<file path="src/sltc_consts.vh">
/*
 Constants for the sleep timer compare and interrupt register block.
 Assumes byte addresses on a 32-bit word register port.
*/
`ifndef SLTC_CONSTS_VH
`define SLTC_CONSTS_VH

`define SLTC_ADDR_CLKEN      32'h4000_0008
`define SLTC_ADDR_CFG        32'h4000_600C
`define SLTC_ADDR_CNTH       32'h4000_6010
`define SLTC_ADDR_CNTL       32'h4000_6014
`define SLTC_ADDR_CMPAH      32'h4000_6018
`define SLTC_ADDR_CMPAL      32'h4000_601C
`define SLTC_ADDR_CMPBH      32'h4000_6020
`define SLTC_ADDR_CMPBL      32'h4000_6024
`define SLTC_ADDR_FLAGS      32'h4000_A014
`define SLTC_ADDR_MASK       32'h4000_A054
`define SLTC_ADDR_SLEEP      32'h4000_A100

`define SLTC_CMP_RST         16'hFFFF
`define SLTC_CLKEN_RST       2'h2
`define SLTC_BIT_CMPB        2
`define SLTC_BIT_CMPA        1
`define SLTC_BIT_WRAP        0
`define SLTC_BIT_RC          1
`define SLTC_BIT_XTAL        0
`define SLTC_BIT_RUN         11
`define SLTC_BIT_DEEP        0

`endif

</file>
<file path="src/sltc_sleep_timer.v">
/*
 Register side of a 32-bit sleep timer: split counter read, two compare
 values loaded through hold registers, event flags with mask, clock
 source enables and deep sleep variant choice.
 Assumes one clock; the register port strobes are one cycle long and
 read data is expected exactly one cycle after the read strobe.
*/
// Operation
// - Reading counter high half latches current counter low 16 bits.
// - Compare A low write goes to hold register only.
// - Compare B low write goes to hold register only.
// - Compare high write loads high bits and transfers held low bits.
// - All four compare halves reset to 16'hFFFF.
// - Flags: compare B bit 2, compare A bit 1, wrap bit 0.
// - Writing one clears a flag; writing zero leaves it.
// - Mask register has one enable per event, same positions, resets zero.
// - RC keep-on bit 1 keeps low-frequency RC running in deep sleep.
// - Crystal enable bit 0 enables external crystal clock source.
// - Deep sleep with RC bit clear stops timer; set keeps it running.
// - Clock source enables reset with RC set, crystal clear.
// - Each event serves as interrupt request and wake-up event.
// - Timer run bit starts counter when one, stops it when zero.
`include "sltc_consts.vh"
`timescale 1ns/10ps
`default_nettype none

module sltc_sleep_timer #(
	parameter NUM_EVT = 3
) (
	input  wire        clk,
	input  wire        sys_rst,
	input  wire        timer_tick,
	input  wire [31:0] addr,
	input  wire [31:0] wdata,
	input  wire        wr_stb,
	input  wire        rd_stb,
	output reg  [31:0] rdata,
	output wire        timer_irq,
	output wire        wake_event,
	output wire        rc_osc_keep_on,
	output wire        crystal_osc_enable,
	output wire        deep_sleep_timer_on,
	output wire        deep_sleep_timer_off,
	output wire        timer_running
);

	reg  [31:0]        count;
	reg  [15:0]        counter_low_word;
	reg  [31:0]        cmp_a;
	reg  [31:0]        cmp_b;
	reg  [15:0]        hold_a;
	reg  [15:0]        hold_b;
	reg  [NUM_EVT-1:0] flags;
	reg  [NUM_EVT-1:0] mask;
	reg  [1:0]         clken;
	reg                run;
	reg                deep_sleep_select;
	wire [NUM_EVT-1:0] evt;
	wire [NUM_EVT-1:0] clr;
	wire               step;

	// Register port address decode, shared by every write strobe below and the counter high read
	function wr_hit;
		input [31:0] a;
		input [31:0] target;
		input        stb;
		begin
			wr_hit = stb && (a == target);
		end
	endfunction

	wire we_cfg   = wr_hit(addr, `SLTC_ADDR_CFG, wr_stb);
	wire we_cmpah = wr_hit(addr, `SLTC_ADDR_CMPAH, wr_stb);
	wire we_cmpal = wr_hit(addr, `SLTC_ADDR_CMPAL, wr_stb);
	wire we_cmpbh = wr_hit(addr, `SLTC_ADDR_CMPBH, wr_stb);
	wire we_cmpbl = wr_hit(addr, `SLTC_ADDR_CMPBL, wr_stb);
	wire we_flags = wr_hit(addr, `SLTC_ADDR_FLAGS, wr_stb);
	wire we_mask  = wr_hit(addr, `SLTC_ADDR_MASK, wr_stb);
	wire we_clken = wr_hit(addr, `SLTC_ADDR_CLKEN, wr_stb);
	wire we_sleep = wr_hit(addr, `SLTC_ADDR_SLEEP, wr_stb);
	wire re_cnth  = wr_hit(addr, `SLTC_ADDR_CNTH, rd_stb);

	// Counter steps only on a tick while running
	assign step = run && timer_tick;

	// Counter is frozen in the deeper sleep variant, since its clock is off
	always @(posedge clk or posedge sys_rst) begin
		if (sys_rst) begin
			count <= 32'h0000_0000;
		end else if (step && !deep_sleep_timer_off) begin
			count <= count + 32'h0000_0001;
		end
	end

	assign timer_running = run && !deep_sleep_timer_off;

	// Events fire once per step that lands on the compare value or wraps
	assign evt[`SLTC_BIT_CMPB] = step && !deep_sleep_timer_off &&
		(count + 32'h0000_0001 == cmp_b);
	assign evt[`SLTC_BIT_CMPA] = step && !deep_sleep_timer_off &&
		(count + 32'h0000_0001 == cmp_a);
	assign evt[`SLTC_BIT_WRAP] = step && !deep_sleep_timer_off &&
		(count == 32'hFFFF_FFFF);

	assign clr = we_flags ? wdata[NUM_EVT-1:0] : {NUM_EVT{1'b0}};

	genvar gi;
	generate
		for (gi = 0; gi < NUM_EVT; gi = gi + 1) begin : g_flag
			// Set wins over a clear landing in the same cycle
			always @(posedge clk or posedge sys_rst) begin
				if (sys_rst) begin
					flags[gi] <= 1'b0;
				end else if (evt[gi]) begin
					flags[gi] <= 1'b1;
				end else if (clr[gi]) begin
					flags[gi] <= 1'b0;
				end
			end
		end
	endgenerate

	assign timer_irq  = |(flags & mask);
	assign wake_event = |(flags & mask);

	always @(posedge clk or posedge sys_rst) begin
		if (sys_rst) begin
			mask              <= {NUM_EVT{1'b0}};
			clken             <= `SLTC_CLKEN_RST;
			run               <= 1'b0;
			deep_sleep_select <= 1'b0;
		end else begin
			if (we_mask) begin
				mask <= wdata[NUM_EVT-1:0];
			end
			if (we_clken) begin
				clken <= wdata[1:0];
			end
			if (we_cfg) begin
				run <= wdata[`SLTC_BIT_RUN];
			end
			if (we_sleep) begin
				deep_sleep_select <= wdata[`SLTC_BIT_DEEP];
			end else if (|(flags & mask)) begin
				// A wake event ends deep sleep
				deep_sleep_select <= 1'b0;
			end
		end
	end

	assign rc_osc_keep_on     = clken[`SLTC_BIT_RC];
	assign crystal_osc_enable = clken[`SLTC_BIT_XTAL];
	assign deep_sleep_timer_on  = deep_sleep_select &&
		clken[`SLTC_BIT_RC];
	assign deep_sleep_timer_off = deep_sleep_select &&
		!clken[`SLTC_BIT_RC];

	// Compare values; no interlock with run, software must stop first
	always @(posedge clk or posedge sys_rst) begin
		if (sys_rst) begin
			cmp_a  <= {`SLTC_CMP_RST, `SLTC_CMP_RST};
			cmp_b  <= {`SLTC_CMP_RST, `SLTC_CMP_RST};
			hold_a <= `SLTC_CMP_RST;
			hold_b <= `SLTC_CMP_RST;
		end else begin
			if (we_cmpal) begin
				hold_a <= wdata[15:0];
			end
			if (we_cmpbl) begin
				hold_b <= wdata[15:0];
			end
			if (we_cmpah) begin
				cmp_a <= {wdata[15:0], hold_a};
			end
			if (we_cmpbh) begin
				cmp_b <= {wdata[15:0], hold_b};
			end
		end
	end

	// Low half snapshot taken on a high half read
	always @(posedge clk or posedge sys_rst) begin
		if (sys_rst) begin
			counter_low_word <= 16'h0000;
		end else if (re_cnth) begin
			counter_low_word <= count[15:0];
		end
	end

	// Read data stands only in the cycle after the strobe
	always @(posedge clk or posedge sys_rst) begin
		if (sys_rst) begin
			rdata <= 32'h0000_0000;
		end else if (!rd_stb) begin
			rdata <= 32'h0000_0000;
		end else begin
			case (addr)
			`SLTC_ADDR_CFG:   rdata <= {20'h0_0000, run, 11'h000};
			`SLTC_ADDR_CNTH:  rdata <= {16'h0000, count[31:16]};
			`SLTC_ADDR_CNTL:  rdata <= {16'h0000, counter_low_word};
			`SLTC_ADDR_CMPAH: rdata <= {16'h0000, cmp_a[31:16]};
			`SLTC_ADDR_CMPAL: rdata <= {16'h0000, cmp_a[15:0]};
			`SLTC_ADDR_CMPBH: rdata <= {16'h0000, cmp_b[31:16]};
			`SLTC_ADDR_CMPBL: rdata <= {16'h0000, cmp_b[15:0]};
			`SLTC_ADDR_FLAGS: rdata <= {{(32-NUM_EVT){1'b0}}, flags};
			`SLTC_ADDR_MASK:  rdata <= {{(32-NUM_EVT){1'b0}}, mask};
			`SLTC_ADDR_CLKEN: rdata <= {30'h0000_0000, clken};
			`SLTC_ADDR_SLEEP: rdata <= {31'h0000_0000, deep_sleep_select};
			default:          rdata <= 32'h0000_0000;
			endcase
		end
	end

endmodule // sltc_sleep_timer

`default_nettype wire

</file>
<file path="config.mk">
export PLATFORM = sky130hd
export DESIGN_NAME = sltc_sleep_timer
export DESIGN_NICKNAME = d
export VERILOG_FILES = /design/src/sltc_sleep_timer.v
export VERILOG_INCLUDE_DIRS = /design/src
export SDC_FILE = /design/constraint.sdc
export NUM_CORES = 1
export LEC_CHECK = 0
export ABC_AREA = 0
export BUFFER_PORTS_ARGS = -buffer_cell sky130_fd_sc_hd__clkbuf_2
export CAP_MARGIN = 0
export CORE_ASPECT_RATIO = 0.75
export CORE_MARGIN = 2
export CORE_UTILIZATION = 60
export DETAILED_ROUTE_END_ITERATION = 8
export PLACE_DENSITY = 0.81
export SLEW_MARGIN = 20
export SYNTH_ARGS = -nofsm -noshare
export SYNTH_HDL_FRONTEND = slang
export SYNTH_SLANG_ARGS = --single-unit
</file>
<file path="constraint.sdc">
create_clock -name clk -period 12.25 [get_ports clk]
set_input_delay 2.45 -clock clk [delete_from_list [all_inputs] [get_ports clk]]
set_output_delay 2.45 -clock clk [all_outputs]
set_load 0.1 [all_outputs]
</file>
# Word level (Yosys, flattened, before mapping)
# Cells that the tools add are included.
dict set report word_totals {
  ff_bits 186
  output_inout_bits 39
}
dict set report classes {
  n_addsub 1
  n_eq_ne 14
  muxes 11
  bitwise_logic 1
  n_reduce_logical 25
}
# cell count
set op_table {}
lappend op_table {{$eq 32x31->1 const B} 11}
lappend op_table {{$pmux 16 s11} 1}
lappend op_table {{$eq 32x32->1} 2}
lappend op_table {{$add 32x1->32 const B} 1}
lappend op_table {{$eq 32x32->1 const B} 1}
lappend op_table {{$logic_and 1x1->1} 18}
lappend op_table {{$mux 16} 1}
lappend op_table {{$mux 1} 8}
lappend op_table {{$reduce_bool 2->1} 4}
lappend op_table {{$and 3x3->3} 1}
lappend op_table {{$mux 3} 1}
lappend op_table {{$reduce_or 3->1} 1}
lappend op_table {{$logic_not 1->1} 2}

# Logic depth before layout (Yosys ltp)
dict set report logic_depth {
  depth_word 6
  mapped_depth 11
  mapped_depth_nobuf 9
}

# Least setup slack after synthesis
# No wires, ideal clock.
dict set report synth_timing {
  path_kind {input to register}
  startpoint {in addr[9]}
  endpoint {reg counter_low_word[0]}
  setup_ns 0.125
  t_arrival_ns 4.451
  required_time_ns 12.125
  slack_ns 7.674
  cell_stages 7
  path_buffers 2
  path_cell_list {or4_1 nor4_2 and2_1 buf_4 nand4_1 clkbuf_1 mux2_2}
}
dict set report synth_via {
  elab_chain_len 2
}
# element line
set synth_rtl {}
lappend synth_rtl {{start, declared} sltc_sleep_timer.v:33} ;# input wire [31:0] addr,
lappend synth_rtl {{$eq 32x31->1} sltc_sleep_timer.v:68} ;# wr_hit = stb && (a == target);
lappend synth_rtl {{$logic_and 1x1->1} sltc_sleep_timer.v:68}
lappend synth_rtl {{end signal, assigned} sltc_sleep_timer.v:186} ;# counter_low_word <= count[15:0];
lappend synth_rtl {{end, declared} sltc_sleep_timer.v:48} ;# reg [15:0] counter_low_word;
# No other way between the ends.
# A chain may end at the register's enable or synchronous reset.

# Worst setup path in the final report
dict set report layout_timing {
  startpoint {in addr[26]}
  endpoint {reg cmp_a[24]}
}
dict set report layout_via {
  elab_chain_len 2
}
# element line
set layout_rtl {}
lappend layout_rtl {{$eq 32x31->1} sltc_sleep_timer.v:68}
lappend layout_rtl {{$logic_and 1x1->1} sltc_sleep_timer.v:68}
lappend layout_rtl {{end signal, assigned} sltc_sleep_timer.v:161} ;# cmp_a <= {`SLTC_CMP_RST, `SLTC_CMP_RST};
lappend layout_rtl {{end signal, assigned} sltc_sleep_timer.v:173} ;# cmp_a <= {wdata[15:0], hold_a};
lappend layout_rtl {{end, declared} sltc_sleep_timer.v:49} ;# reg [31:0] cmp_a;
# No other way between the ends.

==> metrics.md <==
| Metric | Value |
|---|---|
| Post-synth EDFFs | 0 |
| CP Buf/Inv Count | 2 |
| Worst path cell trace | clkbuf_2 > or4_1 > nor4_1 > nand2_1 > nor2_2 > nand2_1 > buf_4 > mux2_2 |
| Setup TNS | 0 ns |
| Asr flop ratio synth | 1.00 |
| Longest Clk Path Bufs | 2 |
| CTS tree | yes |
| Worst slew pin tran | 1.01 ns |
| GRT busiest layer | met1 |
| Die width | 150 um |
| First-pass GRT wire length | 43500 um |
| Final net count | 1010 |
| Stages on worst setup path | 8 |
| Finish-stage setup viols | 0 |
| GRT Overall Usage | 0.342 |
| Clock tree sinks | 170 |
| Worst R2R Start | count[0] |
| Number of global-route vias before repair | 7375 |
| Warnings, synthesis | 0 |
| Grt ovf | 0 |
| Core ar. | 0.0159 mm^2 |
| Top FF cell, synth | dfstp_2 |
| Initial antenna violation count | 1 |
| Worst path slowest cell | nand2_1 |
| N_diodes | 0 |
| Setup Fix Bufs, Post-CTS | 0 |
| First DRT Iteration DRCs | 1227 |
| P&R area growth vs syn | 9.77% |
| Post-CTS sizing | 0 |
| Final slew viol count | 0 |
| Final Critical Period | 5.84 ns |
| Mean Syn Cell Area | 10.7 um^2 |
| Netlist Area Pre-Place | 0.00964 mm^2 |
| Avg WL per Cell | 24.0 um |
| #FFs+latches synth | 170 |
| Met1 usage | 0.508 |
| Worst Hold Class | reg -> reg |
| Ports | 108 |
| Hold WS | 0.482 ns |
| Max_slew headroom | 0.323 |
| Post-layout util | 0.667 |
| Top cell family by delay on the critical path | simple AND/OR/NAND/NOR gates |
| Max Cap Viol | 0 |
| RSZ-0062 raised after global routing | false |
| Power, Total | 1.16 mW |
| Worst-Skew Late Latency | 0.44 ns |
| WP data required | 12.61 ns |
| H-Tree Depth | 4 |
| RR Endpoint | flags[1] |
| Post-Place Cell Area | 0.00998 mm^2 |
| GR Util met3 | 0.128 |
| R2R Setup Slk | 8.62 ns |
| Startpoint Class | input port |
| CP endpoint | cmp_a[24] |
| Post-synthesis sequential area ratio | 0.454 |
| Crit-path max FO | 20 |
| CP peak stage delay | 0.73 ns |
| Post-cts hold buffer count | 0 |
| Crit end category | register |
| Final Cycle Share | 0.477 |
| WS Path Type | in -> reg |
| Synth Instances | 900 |
| DRC Markers | 0 |
| Pleak | 4.54 nW |
| Clk slew on worst S/H paths | 0.07 ns |
| Yosys cell types | 65 |
| Via count | 7693 |
| Rows | 40 |
| Met2 GRT Util | 0.459 |
| Initial Util | 0.607 |
| Die ar. | 0.0171 mm^2 |
| Routability cong. | 1.02 |
| Status | finished, final reports clean |
| Clk_skew | 0.00752 ns |
| Hold Fails Final Rpt | 0 |
| Die H | 114 um |
| Peak VDD IR | 94.0 uV |
| IO Port Bufs | 75 |
| Fin area | 0.0106 mm^2 |
| Share of layout cells above drive strength 1 | 0.369 |
| F_max | 0.171 GHz |
| Critical path origin | addr[26] |
| Via density | 6.61 |
| Dpl hpwl | 19900 um |
| CP most frequent cell | nand2_1 |
| DRT Pass-1 Iters | 7 |
| Worst-case reg-to-reg path depth | 9 |
| Worst EP arrival | 6.20 ns |
| Cts bufs inserted | 17 |
| Total detailed-routing wirelength | 28000 um |
| Antenna viol nets, final | 0 |
| Pin count of the biggest net entering global routing | 98 |
| Clk root buf | clkbuf_16 |
| PwrDens | 109 mW/mm^2 |
## power breakdown
group	total, mW	internal (mW)	switching, mW
clock	0.540	0.296	0.244
sequential	0.563	0.563	0.0000269
combinational	0.0532	0.00857	0.0446
total	1.16	0.867	0.289
## worst min-delay path by stage
stage | startpoint | endpoint | slack [ns] | depth (start not counted)
2_1_floorplan | flags[0] | flags[0] | 0.45 | 2
3_3_place_gp | hold_a[0] | hold_a[0] | 0.47 | 2
3_5_place_dp | hold_a[0] | hold_a[0] | 0.47 | 2
4_1_cts | hold_a[0] | hold_a[0] | 0.48 | 2
5_1_grt | counter_low_word[4] | counter_low_word[4] | 0.53 | 1
6_report | hold_a[0] | hold_a[0] | 0.48 | 2
## cells in the final DEF (no fill, tap or decap), drive strengths merged, types with 3 or more instances in the layout
cell type,n
mux2,127
dfstp,97
clkbuf,94
nand2,74
dfrtp,73
xnor2,62
nor2,46
xor2,39
nand3,30
o21ai,29
nand4,25
a21oi,24
inv,23
nor4,21
a22oi,16
a222oi,16
conb,16
and3,16
nor3,15
a31oi,10
and4,8
and2,7
a21boi,7
mux2i,6
a211oi,6
buf,6
or4,5
or3,5
nor3b,4
nor4b,4
nor2b,4
nand2b,4
a2111oi,4
a22o,3
o211ai,3
## sequential cells by signal, summed over array words and instances (netlist names)
signal and cells:
counter_low_word 16, flags 3, cmp_b 32, hold_b 16, count 32, deep_sleep_select 1, hold_a 16, mask 3
clken 2, cmp_a 32, run 1, rdata 16
## area by class of cell
class                           instances  area (um^2)
Clock inverter                         13          148
Sequential cell                       170         4380
Clock buffer                           19          443
Inverter                               13         53.8
Timing Repair Buffer                   81          424
Tap cell                              210          263
Multi-Input combinational cell        657         4870
Fill cell                            1215         5290
## stage by stage
| step | setup WS (ns) | std cells |
|---|---|---|
| 2_1_floorplan | 5.36 | 915 |
| 3_3_place_gp | 5.72 | 1130 |
| 3_5_place_dp | 6.14 | 1130 |
| 4_1_cts | 6.57 | 1162 |
| 5_1_grt | 6.29 | 1163 |
| 6_report | 6.41 | 1163 |
## kinds of logic (layout without fill, tap and decap cells)
kind of cell | Yosys count | count (layout) | share of synthesized area
mux | 133 | 133 | 0.155
simple gates | 270 | 270 | 0.151
xor+xnor | 101 | 101 | 0.0918
compound gates | 136 | 136 | 0.100
buf+inv | 88 | 126 | 0.0465
other cells | 1 | 16 | 0.000389
fa+ha+maj | 1 | 1 | 0.00130
flops | 170 | 170 | 0.454
## metal layers
layer | share of wire | vias up
met2 | 0.40 | 498
met5 | 0.00029 | -
met1 | 0.43 | 3797
li1 | - | 3323
met4 | 0.031 | 2
met3 | 0.13 | 73
## worst register-to-register path, stage by stage, from the launching register on
cell and delay, ns:
dfrtp_1 0.55, ha_1 0.36, and4_1 0.39, nand4_1 0.41
nor4_1 0.75, xnor2_1 0.22, xor2_1 0.21, nand3_1 0.10
nor4_1 0.38, a22o_1 0.20
## cells in the mapped netlist (22+ instances only)
cell type,number,area share
buf_4,22,0.017
nand4_1,23,0.015
nand2_1,73,0.028
nor2_1,46,0.018
o21ai_0,29,0.015
xor2_1,39,0.035
nand3_1,29,0.015
dfstp_2,97,0.26
dfrtp_1,73,0.19
mux2_2,127,0.15
clkbuf_1,34,0.013
a21oi_1,24,0.012
xnor2_1,62,0.056
Note: power is estimated with default switching activity, not from simulation.
